### src/pkg/mie_pkg.sv
/*
 * Shared constants and types for the instruction execution core.
 * Assumes a 16-bit program word, an 8-bit data path and an APB master.
 */
package mie_pkg;
	// ============================================================
	// APB register map
	localparam logic [7:0] APB_CTRL = 8'h00;
	localparam logic [7:0] APB_STAT = 8'h04;
	localparam logic [7:0] APB_PC = 8'h08;
	localparam int CTRL_RUN = 0;
	localparam int CTRL_PAGE_LSB = 1;
	localparam int CTRL_PAGE_MSB = 2;
	// ============================================================
	// Data memory map
	localparam logic [7:0] SYS_BASE = 8'h80;
	localparam logic [4:0] BANK0_MOVE_HI = 5'b10000;
	localparam logic [7:0] REG_R = 8'h82;
	localparam logic [7:0] REG_Z = 8'h83;
	localparam logic [7:0] REG_Y = 8'h84;
	localparam logic [7:0] REG_PF = 8'h86;
	localparam int PF_Z = 0;
	localparam int PF_HC = 1;
	localparam int PF_C = 2;
	localparam int PF_PD = 6;
	localparam int PF_RA = 7;
	// ============================================================
	// Program word fields
	localparam int CLS_MSB = 15;
	localparam int CLS_LSB = 14;
	localparam int OP_MSB = 13;
	localparam int OP_LSB = 8;
	localparam int TGT_MSB = 13;
	localparam int BK_LSB = 12;
	localparam int BIT_MSB = 10;
	localparam int BIT_LSB = 8;
	localparam logic [1:0] CLS_OP = 2'b00;
	localparam logic [1:0] CLS_BIT_TEST = 2'b01;
	localparam logic [1:0] CLS_JUMP_OP = 2'b10;
	localparam logic [1:0] CLS_CALL = 2'b11;
	localparam logic [2:0] BANK0_MOVE_GRP = 3'b101;
	typedef enum logic [5:0] {
		OP_NOP = 6'h00, OP_MOV_AM = 6'h01, OP_MOV_MA = 6'h02, OP_MOV_AI = 6'h03,
		OP_XCH_AM = 6'h05, OP_BANK0_EXCHANGE = 6'h06, OP_ROM_TABLE_READ = 6'h07,
		OP_ADC_AM = 6'h08, OP_ADC_MA = 6'h09, OP_ADD_AM = 6'h0a, OP_ADD_MA = 6'h0b,
		OP_BANK0_MEM_ADD = 6'h0c, OP_ADD_AI = 6'h0d,
		OP_SUBTRACT_WITH_BORROW_AM = 6'h0e, OP_SUBTRACT_WITH_BORROW_MA = 6'h0f,
		OP_SUB_AM = 6'h10, OP_SUB_MA = 6'h11, OP_SUB_AI = 6'h12,
		OP_AND_AM = 6'h13, OP_AND_MA = 6'h14, OP_AND_AI = 6'h15,
		OP_OR_AM = 6'h16, OP_OR_MA = 6'h17, OP_OR_AI = 6'h18,
		OP_XOR_AM = 6'h19, OP_XOR_MA = 6'h1a, OP_XOR_AI = 6'h1b,
		OP_SWAP = 6'h1c, OP_NIBBLE_EXCHANGE_TO_MEM = 6'h1d,
		OP_COMPARE_SKIP_AI = 6'h1e, OP_COMPARE_SKIP_AM = 6'h1f,
		OP_INCREMENT_SKIP_TO_ACC = 6'h20, OP_INCREMENT_SKIP_TO_MEM = 6'h21,
		OP_DECREMENT_SKIP_TO_ACC = 6'h22, OP_DECREMENT_SKIP_TO_MEM = 6'h23,
		OP_RET = 6'h24, OP_INTERRUPT_RETURN = 6'h25, OP_PUSH = 6'h26, OP_POP = 6'h27
	} mie_op_t;
	typedef enum logic [1:0] {ST_RUN = 2'b00, ST_HOLD = 2'b01, ST_TABLE = 2'b10} mie_state_t;
	typedef struct packed {
		logic carry;
		logic half_carry_flag;
		logic zero;
	} mie_flags_t;
	typedef struct packed {
		logic psel;
		logic penable;
		logic pwrite;
		logic [7:0] paddr;
		logic [31:0] pwdata;
	} mie_apb_req_t;
endpackage

### src/hdl/mie_core.sv
/*
 * Instruction execution core of an 8-bit controller with an APB control port.
 * Assumes an asynchronous program ROM: rom_data shows ROM[rom_addr] in the same cycle.
 */
`timescale 1ns/1ps
`default_nettype none
module mie_core import mie_pkg::*; #(
	parameter int RAM_WORDS = 128,
	parameter int STACK_DEPTH = 8
) (
	input wire logic core_clk,
	input wire logic sys_rst,
	input wire mie_apb_req_t apb_req,
	output logic [31:0] prdata,
	output logic pready,
	output logic pslverr,
	output logic [15:0] rom_addr,
	input wire logic [15:0] rom_data,
	input wire logic [1:0] reset_cause
);
	localparam int RAM_AW = $clog2(RAM_WORDS);
	localparam int SP_W = $clog2(STACK_DEPTH);

	mie_state_t state;
	logic squash, run, gie;
	logic [1:0] page;
	logic [15:0] table_ret;
	logic [7:0] accumulator_reg, shadow_acc, reg_r, reg_y, reg_z;
	mie_flags_t flags, shadow_flags;
	logic reset_status_bit_a, power_down_status_bit;
	logic [1:0] rc_meta, rc_sync;
	logic [7:0] ram [RAM_WORDS];
	logic [15:0] stack [STACK_DEPTH];
	logic [SP_W-1:0] sp;

	// ============================================================
	// Decode and execute
	logic [1:0] cls;
	mie_op_t op;
	logic [7:0] opnd, mem_rd, processor_flag_reg, wr_addr;
	logic [7:0] ad_a, ad_b, res, acc_d;
	logic ad_cin, use_sum, zskip, xch;
	logic [8:0] sum;
	logic [4:0] lsum;
	logic carry_out, half_out;
	logic acc_we, mem_we, f_arith, f_cmp, f_z, skip, jump, ret, interrupt_return, push, pop, rom_table_read;
	logic exec_en, ram_wait;
	logic [15:0] target;

	assign cls = rom_data[CLS_MSB:CLS_LSB];
	assign op = mie_op_t'(rom_data[OP_MSB:OP_LSB]);
	assign opnd = rom_data[7:0];
	assign target = {page, rom_data[TGT_MSB:0]};
	assign exec_en = run && (state == ST_RUN) && !squash;
	assign carry_out = sum[8];
	assign half_out = lsum[4];
	assign ram_wait = mem_we && (wr_addr < SYS_BASE);

	always_comb begin
		processor_flag_reg = '0;
		processor_flag_reg[PF_Z] = flags.zero;
		processor_flag_reg[PF_HC] = flags.half_carry_flag;
		processor_flag_reg[PF_C] = flags.carry;
		processor_flag_reg[PF_PD] = power_down_status_bit;
		processor_flag_reg[PF_RA] = reset_status_bit_a;
		mem_rd = '0;
		if (opnd < SYS_BASE) begin
			mem_rd = ram[opnd[RAM_AW-1:0]];
		end else begin
			case (opnd)
				REG_R: mem_rd = reg_r;
				REG_Z: mem_rd = reg_z;
				REG_Y: mem_rd = reg_y;
				REG_PF: mem_rd = processor_flag_reg;
				default: mem_rd = '0;
			endcase
		end
	end

	always_comb begin
		ad_a = accumulator_reg;
		ad_b = mem_rd;
		ad_cin = 1'b0;
		use_sum = 1'b0;
		zskip = 1'b0;
		xch = 1'b0;
		res = '0;
		wr_addr = opnd;
		acc_we = 1'b0;
		mem_we = 1'b0;
		f_arith = 1'b0;
		f_cmp = 1'b0;
		f_z = 1'b0;
		skip = 1'b0;
		jump = 1'b0;
		ret = 1'b0;
		interrupt_return = 1'b0;
		push = 1'b0;
		pop = 1'b0;
		rom_table_read = 1'b0;
		if (cls == CLS_OP && op[5:3] == BANK0_MOVE_GRP) begin
			// The target field is three bits wide, so only 0x80 to 0x87 is reachable.
			wr_addr = {BANK0_MOVE_HI, op[2:0]};
			res = opnd;
			mem_we = 1'b1;
		end else if (cls == CLS_OP) begin
			case (op)
				OP_NOP: res = '0;
				OP_MOV_AM: begin res = mem_rd; acc_we = 1'b1; f_z = 1'b1; end
				OP_MOV_MA: begin res = accumulator_reg; mem_we = 1'b1; end
				OP_MOV_AI: begin res = opnd; acc_we = 1'b1; end
				OP_XCH_AM: begin res = accumulator_reg; xch = 1'b1; end
				OP_BANK0_EXCHANGE: begin
					res = accumulator_reg;
					xch = (opnd < SYS_BASE);
				end
				OP_ROM_TABLE_READ: rom_table_read = 1'b1;
				OP_ADC_AM, OP_ADC_MA: begin
					ad_cin = flags.carry;
					use_sum = 1'b1;
					f_arith = 1'b1;
					acc_we = (op == OP_ADC_AM);
					mem_we = (op == OP_ADC_MA);
				end
				OP_ADD_AM, OP_ADD_MA, OP_BANK0_MEM_ADD, OP_ADD_AI: begin
					if (op == OP_ADD_AI) begin
						ad_b = opnd;
					end
					use_sum = 1'b1;
					f_arith = 1'b1;
					acc_we = (op == OP_ADD_AM) || (op == OP_ADD_AI);
					mem_we = (op == OP_ADD_MA) || (op == OP_BANK0_MEM_ADD);
				end
				OP_SUBTRACT_WITH_BORROW_AM, OP_SUBTRACT_WITH_BORROW_MA: begin
					// Borrow in is the inverted carry, so carry itself is the adder's carry in.
					ad_b = ~mem_rd;
					ad_cin = flags.carry;
					use_sum = 1'b1;
					f_arith = 1'b1;
					acc_we = (op == OP_SUBTRACT_WITH_BORROW_AM);
					mem_we = (op == OP_SUBTRACT_WITH_BORROW_MA);
				end
				OP_SUB_AM, OP_SUB_MA, OP_SUB_AI: begin
					ad_b = (op == OP_SUB_AI) ? ~opnd : ~mem_rd;
					ad_cin = 1'b1;
					use_sum = 1'b1;
					f_arith = 1'b1;
					acc_we = (op != OP_SUB_MA);
					mem_we = (op == OP_SUB_MA);
				end
				OP_AND_AM, OP_AND_MA: begin res = accumulator_reg & mem_rd; f_z = 1'b1; end
				OP_AND_AI: begin res = accumulator_reg & opnd; f_z = 1'b1; end
				OP_OR_AM, OP_OR_MA: begin res = accumulator_reg | mem_rd; f_z = 1'b1; end
				OP_OR_AI: begin res = accumulator_reg | opnd; f_z = 1'b1; end
				OP_XOR_AM, OP_XOR_MA: begin res = accumulator_reg ^ mem_rd; f_z = 1'b1; end
				OP_XOR_AI: begin res = accumulator_reg ^ opnd; f_z = 1'b1; end
				OP_SWAP: begin res = {mem_rd[3:0], mem_rd[7:4]}; acc_we = 1'b1; end
				OP_NIBBLE_EXCHANGE_TO_MEM: begin res = {mem_rd[3:0], mem_rd[7:4]}; mem_we = 1'b1; end
				OP_COMPARE_SKIP_AI, OP_COMPARE_SKIP_AM: begin
					ad_b = (op == OP_COMPARE_SKIP_AI) ? ~opnd : ~mem_rd;
					ad_cin = 1'b1;
					use_sum = 1'b1;
					f_cmp = 1'b1;
					zskip = 1'b1;
				end
				OP_INCREMENT_SKIP_TO_ACC, OP_INCREMENT_SKIP_TO_MEM,
				OP_DECREMENT_SKIP_TO_ACC, OP_DECREMENT_SKIP_TO_MEM: begin
					ad_a = mem_rd;
					ad_b = op[1] ? 8'hff : 8'h01;
					use_sum = 1'b1;
					zskip = 1'b1;
					acc_we = !op[0];
					mem_we = op[0];
				end
				OP_RET: ret = 1'b1;
				OP_INTERRUPT_RETURN: begin ret = 1'b1; interrupt_return = 1'b1; end
				OP_PUSH: push = 1'b1;
				OP_POP: pop = 1'b1;
				default: res = '0;
			endcase
			if (f_z && !acc_we) begin
				acc_we = !(op inside {OP_AND_MA, OP_OR_MA, OP_XOR_MA});
				mem_we = !acc_we;
			end
		end else if (cls == CLS_BIT_TEST) begin
			skip = (mem_rd[rom_data[BIT_MSB:BIT_LSB]] == rom_data[BK_LSB]);
		end else begin
			jump = 1'b1;
		end
		sum = {1'b0, ad_a} + {1'b0, ad_b} + {8'h00, ad_cin};
		lsum = {1'b0, ad_a[3:0]} + {1'b0, ad_b[3:0]} + {4'h0, ad_cin};
		if (use_sum) begin
			res = sum[7:0];
		end
		if (zskip) begin
			skip = (res == 8'h00);
		end
		if (xch) begin
			acc_we = 1'b1;
			mem_we = 1'b1;
		end
		acc_d = xch ? mem_rd : res;
		if (f_cmp) begin
			acc_we = 1'b0;
		end
	end

	// ============================================================
	// Program counter, skips and wait states
	always_ff @(posedge core_clk) begin
		if (sys_rst) begin
			state <= ST_RUN;
			squash <= 1'b0;
			rom_addr <= '0;
			table_ret <= '0;
		end else begin
			// A hold or table cycle under way finishes even when run drops, so nothing is cut.
			unique case (state)
				ST_RUN: if (run) begin
					if (squash) begin
						rom_addr <= rom_addr + 16'h1;
						squash <= 1'b0;
					end else if (jump) begin
						rom_addr <= target;
						state <= ST_HOLD;
					end else if (ret) begin
						rom_addr <= stack[sp - 1'b1];
						state <= ST_HOLD;
					end else if (rom_table_read) begin
						table_ret <= rom_addr + 16'h1;
						rom_addr <= {reg_y, reg_z};
						state <= ST_TABLE;
					end else begin
						rom_addr <= rom_addr + 16'h1;
						squash <= skip;
						if (ram_wait) begin
							state <= ST_HOLD;
						end
					end
				end
				ST_HOLD: state <= ST_RUN;
				ST_TABLE: begin
					rom_addr <= table_ret;
					state <= ST_RUN;
				end
			endcase
		end
	end

	always_ff @(posedge core_clk) begin
		if (sys_rst) begin
			sp <= '0;
		end else if (exec_en && jump && cls == CLS_CALL) begin
			stack[sp] <= rom_addr + 16'h1;
			sp <= sp + 1'b1;
		end else if (exec_en && ret) begin
			sp <= sp - 1'b1;
		end
	end

	// ============================================================
	// Accumulator, flags and shadow buffers
	always_ff @(posedge core_clk) begin
		if (sys_rst) begin
			accumulator_reg <= '0;
			shadow_acc <= '0;
			shadow_flags <= '0;
		end else if (state == ST_TABLE) begin
			accumulator_reg <= rom_data[7:0];
		end else if (exec_en) begin
			if (push) begin
				shadow_acc <= accumulator_reg;
				shadow_flags <= flags;
			end
			if (pop) begin
				accumulator_reg <= shadow_acc;
			end else if (acc_we) begin
				accumulator_reg <= acc_d;
			end
		end
	end

	always_ff @(posedge core_clk) begin
		if (sys_rst) begin
			flags <= '0;
		end else if (exec_en) begin
			if (pop) begin
				flags <= shadow_flags;
			end else if (f_arith) begin
				flags <= '{carry: carry_out, half_carry_flag: half_out, zero: res == 8'h00};
			end else if (f_cmp) begin
				flags.carry <= carry_out;
				flags.zero <= (res == 8'h00);
			end else if (f_z) begin
				flags.zero <= (res == 8'h00);
			end else if (mem_we && wr_addr == REG_PF) begin
				flags <= '{carry: res[PF_C], half_carry_flag: res[PF_HC], zero: res[PF_Z]};
			end
		end
	end

	// The status bits only follow the reset cause input and are never written by code.
	always_ff @(posedge core_clk) begin
		if (sys_rst) begin
			rc_meta <= '0;
			rc_sync <= '0;
			reset_status_bit_a <= 1'b0;
			power_down_status_bit <= 1'b0;
		end else begin
			rc_meta <= reset_cause;
			rc_sync <= rc_meta;
			reset_status_bit_a <= rc_sync[1];
			power_down_status_bit <= rc_sync[0];
		end
	end

	// ============================================================
	// Data memory and system registers
	always_ff @(posedge core_clk) begin
		if (exec_en && mem_we && wr_addr < SYS_BASE) begin
			ram[wr_addr[RAM_AW-1:0]] <= res;
		end
	end

	always_ff @(posedge core_clk) begin
		if (sys_rst) begin
			reg_r <= '0;
			reg_y <= '0;
			reg_z <= '0;
		end else if (state == ST_TABLE) begin
			reg_r <= rom_data[15:8];
		end else if (exec_en && mem_we) begin
			if (wr_addr == REG_R) begin
				reg_r <= res;
			end
			if (wr_addr == REG_Y) begin
				reg_y <= res;
			end
			if (wr_addr == REG_Z) begin
				reg_z <= res;
			end
		end
	end

	always_ff @(posedge core_clk) begin
		if (sys_rst) begin
			gie <= 1'b0;
		end else if (exec_en && interrupt_return) begin
			gie <= 1'b1;
		end
	end

	// ============================================================
	// APB slave
	logic acc_ph;
	assign acc_ph = apb_req.psel && apb_req.penable;

	// The answer is registered, so every transfer takes two access cycles.
	always_ff @(posedge core_clk) begin
		if (sys_rst) begin
			pready <= 1'b0;
			prdata <= '0;
			pslverr <= 1'b0;
		end else begin
			pready <= acc_ph && !pready;
			if (acc_ph && !pready) begin
				pslverr <= 1'b0;
				case (apb_req.paddr)
					APB_CTRL: prdata <= {29'h0, page, run};
					APB_STAT: prdata <= {15'h0, gie, processor_flag_reg, accumulator_reg};
					APB_PC: prdata <= {16'h0, rom_addr};
					default: begin
						prdata <= '0;
						pslverr <= 1'b1;
					end
				endcase
			end
		end
	end

	always_ff @(posedge core_clk) begin
		if (sys_rst) begin
			run <= 1'b0;
			page <= '0;
		end else if (acc_ph && pready && apb_req.pwrite && apb_req.paddr == APB_CTRL) begin
			run <= apb_req.pwdata[CTRL_RUN];
			page <= apb_req.pwdata[CTRL_PAGE_MSB:CTRL_PAGE_LSB];
		end
	end
endmodule
`default_nettype wire

### config.mk
export PLATFORM = sky130hd
export DESIGN_NAME = mie_core
export DESIGN_NICKNAME = d
export VERILOG_FILES = /design/src/pkg/mie_pkg.sv /design/src/hdl/mie_core.sv
export SDC_FILE = /design/constraint.sdc
export NUM_CORES = 2
export LEC_CHECK = 0
export CAP_MARGIN = 20
export CELL_PAD_IN_SITES_DETAIL_PLACEMENT = 1
export CELL_PAD_IN_SITES_GLOBAL_PLACEMENT = 2
export CORE_UTILIZATION = 39
export DETAILED_ROUTE_END_ITERATION = 6
export DONT_BUFFER_PORTS = 1
export PLACE_DENSITY_LB_ADDON = 0.15
export SLEW_MARGIN = 20
export SYNTH_ARGS = -nofsm -noshare
export SYNTH_HDL_FRONTEND = slang
export SYNTH_SLANG_ARGS = --single-unit
export TNS_END_PERCENT = 10
### constraint.sdc
create_clock -name core_clk -period 14.85 [get_ports core_clk]
set_clock_uncertainty 0.1 [all_clocks]
set_input_delay 0.7425 -clock core_clk [delete_from_list [all_inputs] [get_ports core_clk]]
set_output_delay 0.7425 -clock core_clk [all_outputs]
set_load 0.05 [all_outputs]
Word level (Yosys, flattened, before mapping)
Memory sizes are Yosys's and may differ from the RTL's. Index checks and enable logic that the tools add are counted.

Add/sub/neg operators: 7. Magnitude comparators: 3. Equal/unequal tests: 61. Multiplexer cells: 119. Reduce and logical (&&, ||, !) cells: 72. Bitwise operators: 12.

Operators by type and width (number): 8-bit 2-to-1 mux (22); 6-bit by 5-bit == test with 1-bit output, second input constant (16); 16-bit 2-to-1 mux (5); 8-bit case mux with 10 select lines (1); 1-bit 2-to-1 mux (69); 8-bit == test, second input constant (8); 17-bit case mux with 3 select lines (1); 6-bit by 4-bit == test with 1-bit output, second input constant (8); 6-bit == test, second input constant (8); 8-bit case mux with 5 select lines (1); 16-bit case mux with 2 select lines (1); 8-bit case mux with 4 select lines (1); 2-bit OR reduction (10); 6-bit by 3-bit == test with 1-bit output, second input constant (3); 1-bit logical AND (17); 17-bit OR reduction (1); 16-bit by 1-bit adder with 16-bit output, second input constant (1); 8-bit bitwise AND (2); 8-bit zero test (2); 8-bit less-than comparator, second input constant (2); 8-bit inverter (2); 8-bit OR (2); 8-bit XOR (2); 3-bit 2-to-1 mux (5); other kinds (43) (84).

Register bits after elaboration: 128. Memories kept: 2. Output and inout port bits: 50. Logic and storage cells: 302. Memory bits (writable): 1152.

Memory list: ram (depth 128, bits a word 8, rd ports 1, clocked after Yosys merged registers in 0, wr ports 1, RTL line mie_core.sv:32) `logic [7:0] ram [RAM_WORDS];`; stack (depth 8, bits a word 16, rd ports 1, clocked after Yosys merged registers in 0, wr ports 1, RTL line mie_core.sv:33) `logic [15:0] stack [STACK_DEPTH];`.

Depth between registers and ports, before layout
Word-level depth: 19. Gate-level depth with buffers: 29. Mapped depth without buffers: 23.

Worst setup path before layout
OpenSTA, ideal clock, no wires.

Kind: input to register. Start: input port rom_data[1]. End: register flags[1] in the netlist's numbering. Buffers on the path: 4. Arrival time: 6721 ps. Cell stages on the path: 24. Path slack: 7958 ps. Library setup time: 70 ps. Required time: 14680 ps. Cell sequence: buf_2 > buf_2 > buf_2 > buf_1 > mux4_2 > mux2i_1 > o21ai_0 > o32ai_2 > nand2_1 > a21oi_1 > a211oi_1 > nor2_1 > a21o_1 > inv_1 > fa_1 > inv_1 > a222oi_1 > nand2_1 > nor2_1 > a311oi_1 > a311o_1 > mux2i_1 > a21o_1 > a21oi_1.

Longest elaborated chain between the ends: 16. Elaborated cells between the ends (all ways): 47. Those cells by class: 4 x add/sub; 1 x order compare; 5 x eq/ne; 25 x mux; 8 x bitwise; 3 x reduce/logical; 1 x memory.

Ends and longest elaborated chain: start, declared (RTL line mie_core.sv:18) `input wire logic [15:0] rom_data,`; branches (longest 10 deep; another with 8-bit by 8-bit adder with 9-bit output); 8-bit 2-to-1 mux * (RTL line mie_core.sv:192) `if (use_sum) begin`; via res[1] (RTL line mie_core.sv:41) `logic [7:0] ad_a, ad_b, res, acc_d;`; 3-bit 2-to-1 mux * (RTL line mie_core.sv:296) `end else if (mem_we && wr_addr == REG_PF) begin`; 2-bit 2-to-1 mux * (RTL line mie_core.sv:294) `end else if (f_z) begin`; 1-bit 2-to-1 mux * (RTL line mie_core.sv:291) `end else if (f_cmp) begin`; 3-bit 2-to-1 mux * (RTL line mie_core.sv:289) `end else if (f_arith) begin`; 3-bit 2-to-1 mux * (RTL line mie_core.sv:287) `if (pop) begin`; end signal, assigned (RTL line mie_core.sv:288) `flags <= shadow_flags;`; end signal, assigned (RTL line mie_core.sv:290) `flags <= '{carry: carry_out, half_carry_flag: half_out, zero: res == 8'h00};`; end signal, assigned (RTL line mie_core.sv:297) `flags <= '{carry: res[PF_C], half_carry_flag: res[PF_HC], zero: res[PF_Z]};`; end, declared (RTL line mie_core.sv:29) `mie_flags_t flags, shadow_flags;`.

Mark *: on every way through the listed nets, which the timed path passes. The select of a mux whose other input is x is not followed. A chain may end at the register's enable or synchronous reset.

Worst setup path after layout
Start: input port rom_data[0]. End: memory ram[56][1], data pin.

Longest elaborated chain between the ends: 11. Elaborated cells between the ends (all ways): 28. Those cells by class: 2 x add/sub; 1 x order compare; 4 x eq/ne; 15 x mux; 5 x bitwise; 1 x memory.

Ends and longest elaborated chain (RTL line): branches (longest 10 deep; another with 8-bit by 8-bit adder with 9-bit output); 8-bit 2-to-1 mux * (mie_core.sv:192); via res[1] (mie_core.sv:41); end, declared (mie_core.sv:32).

Mark *: on every way through the listed nets, which the timed path passes.

==> summary.md <==
| Metric | Value |
|---|---|
| Cell taking the most area after synthesis | edfxtp_1 |
| Fin area | 59600 sq um |
| Final worst-path cycle share | 59.9% |
| Vias per inst | 5.91 |
| Die H | 372 microns |
| Yosys warns | 0 |
| Clock latency on the worst-skew pair | 770 ps |
| Vias in the first global route | 32500 |
| DRC errors left | 0 |
| Outcome | complete, no violations |
| Worst min path class | input port to flip-flop |
| Hold Startpoint | rom_data[8] |
| Top-area cell type share of the netlist area | 64.9% |
| Initial Utilization | 39.3% |
| Placement row count | 135 |
| First-pass GRT wire length | 234 mm |
| DR iter-0 viols | 2420 |
| I/O pin total | 113 |
| Main synth FF type | edfxtp_1 |
| Number of port buffers | 0 |
| CP startpoint | rom_data[0] |
| Post-DRT Antenna Nets | 0 |
| WP data arrival | 9270 ps |
| CTS H-tree lvls | 4 |
| Total global-route track usage | 23.4% |
| Area after DPL | 54900 sq um |
| Synth area leaders | edfxtp_1, mux4_2, dfxtp_1, mux2i_1, nor2_1 |
| Max Cap Violations | 0 |
| Layout area overhead | 11.9% |
| Pwr dens | 128 nW/um^2 |
| Crit end category | flip-flop |
| RSZ-0062 raised after global routing | no |
| Setup TNS Final | 0 ps |
| Fillcell total | 13100 |
| TritonCTS Buffers | 141 |
| Post-synthesis register bit count | 1265 |
| EDFF count, synth | 1152 |
| Post-Synthesis Cells | 3387 |
| CTS Buffer Depth | 3 |
| Number of antenna violations at the first check in global routing | 2 |
| # nets final | 3452 |
| CTS clk-pin slew, worst paths | 60 ps |
| Asr flop ratio synth | 0% |
| Antenna Cells | 0 |
| Final wirelength | 162 mm |
| Slew Limit Fails | 0 |
| Critical Path RT | 15220 ps |
| Origin of the critical flop-to-flop path | ram[32][1] |
| Final setup viols | 0 |
| Clock root cell | clkbuf_16 |
| Max FFs per register | 1024 |
| Fmax | 112 MHz |
| Cell Area, Synth | 53300 sq um |
| Crit-path max FO | 122 |
| DP Wirelength | 98.2 mm |
| Mean Syn Cell Area | 15.7 sq um |
| Distinct cells, synth | 91 |
| Drt pass-1 iters | 5 |
| CTS Sinks | 1265 |
| Vias | 31100 |
| CTS tree | done |
| Routed wire per std cell | 30.7 microns |
| Sequential cell area | 36900 sq um |
| Max-Slew Margin vs Limit | 22.6% |
| Area of the multi-input gates | 15300 sq um |
| CP Launch Type | input port |
| Largest net degree at the start of global routing | 360 |
| Chip width | 372 microns |
| Die area | 138000 sq um |
| Hold Fails Final Rpt | 0 |
| Critical path type | input port to flip-flop |
| Leak Pwr | 19.4 nW |
| Post-layout min period | 8900 ps |
| Max IR drop VDD | 0.0936 mV |
| Slew at the pin closest to its max-slew limit | 1160 ps |
| Sequential area share after synthesis | 69.2% |
| Share of cells above drive strength 1 | 15.5% |
| Gr ovfl total | 0 |
| Total core area | 135000 sq um |
| Gp weighted congestion | 0.847 |
## final cells by class
class	count	share of cell area, %
clock buffers	185	6.41
clock inverters	70	1.15
inverters	28	0.185
multi-input cells	1872	25.7
flip-flops and latches	1265	61.8
well taps	1781	3.74
repair buffers	67	1.01
## worst max-delay path: stages
cell and delay [ps]:
buf_16 560, buf_16 600, buf_16 550, mux4_2 600
mux2i_1 520, o22ai_1 270, o32ai_2 840, nand2_1 290
a21oi_1 210, a211oi_1 80, nor2_1 130, a21o_1 120
inv_1 60, fa_1 450, inv_1 100, a222oi_1 110
nand2_1 150, nor2_1 50, a311oi_1 350, a311o_2 670
buf_4 700, buf_4 620
## repair_timing
action | CTS | global route
resized for setup | 0 | 0
hold buffers | 5 | 0
setup buffers | 0 | 0
hold endpoints to repair | 111 | 0
## power breakdown
group / internal, W / total (W) / leakage [nW] / switching (W)
Combinational: 0.000115 / 0.000333 / 5.41 / 0.000218
Sequential: 0.00386 / 0.00386 / 11.8 / 0.00000200
Clock: 0.00200 / 0.00343 / 2.21 / 0.00143
## final timing paths
check | end | slack, ps | cells after the start
max | ram[56][1] | 5950 | 22
min | gie | 60 | 2
max reg2reg | ram[56][1] | 7760 | 20
min reg2reg | rc_sync[0] | 350 | 1
## layout by cell type (no fill, tap or decap), drive strengths merged, types with 8 or more instances in the layout
cell type  Yosys  layout
xor2          12      12
a222oi        15      15
nand2        214     214
edfxtp      1152    1152
and2          11      11
a31oi         45      45
mux2          25      25
nor4           8       8
nor2b         34      34
and3          19      19
nand3         54      54
a21oi        116     116
a21o          14      14
clkbuf       144     185
nand4          9       9
clkinv         3      52
o211ai        26      26
buf           92      63
mux2i        213     213
a221oi        26      26
a32oi         10      10
mux4         208     208
o22ai         28      28
a211oi        21      21
dfxtp        113     113
a22o          11      11
nor2         321     321
conb           1      15
nand2b        19      19
bufinv         0      10
xnor2         18      18
nor3          39      39
o21ai        105     105
a22oi         96      96
ha            12      12
inv           25      36
o221ai        15      15
## stage by stage
stage	instances	worst slack [ps]	power [W]	hold WS [ps]	util, %
after global placement	5004	7030	0.00423	333	40.6
after global routing	5268	5540	0.00781	60.4	44.0
after CTS	5264	7740	0.00765	0.214	43.9
final	5268	5950	0.00762	61.9	44.0
after floorplan	3401	7960	0.00418	314	-
after detailed placement	5004	6940	0.00423	344	40.6
## Yosys cell counts, types with 34 or more instances
cell	count
edfxtp_1	1152
nor2_1	321
nand2_1	214
mux2i_1	213
mux4_2	203
clkbuf_1	144
a21oi_1	116
dfxtp_1	113
a22oi_1	96
o21ai_0	96
nand3_1	54
a31oi_1	44
nor3_1	38
nor2b_1	34
## logic make-up (layout without fill, tap and decap cells)
| group | count (synthesis) | in the layout | share of synthesized area [%] |
|---|---|---|---|
| mux | 446 | 446 | 13.4 |
| flops | 1265 | 1265 | 69.2 |
| xor+xnor | 30 | 30 | 0.493 |
| fa+ha+maj | 15 | 15 | 0.376 |
| compound gates | 594 | 594 | 7.65 |
| other cells | 1 | 15 | 0.00704 |
| buf+inv | 264 | 350 | 2.49 |
| simple gates | 772 | 772 | 6.47 |
## layer usage
layer  up-vias  part of all wire [%]  GRT usage [%]
met4         0                   2.6           6.97
met1     16600                    43           31.9
met2       902                    49           38.7
met3       244                   5.2           3.71
li1      13400                     -              -
met5         -                     0              0
Note: power is estimated with default switching activity, not from simulation.
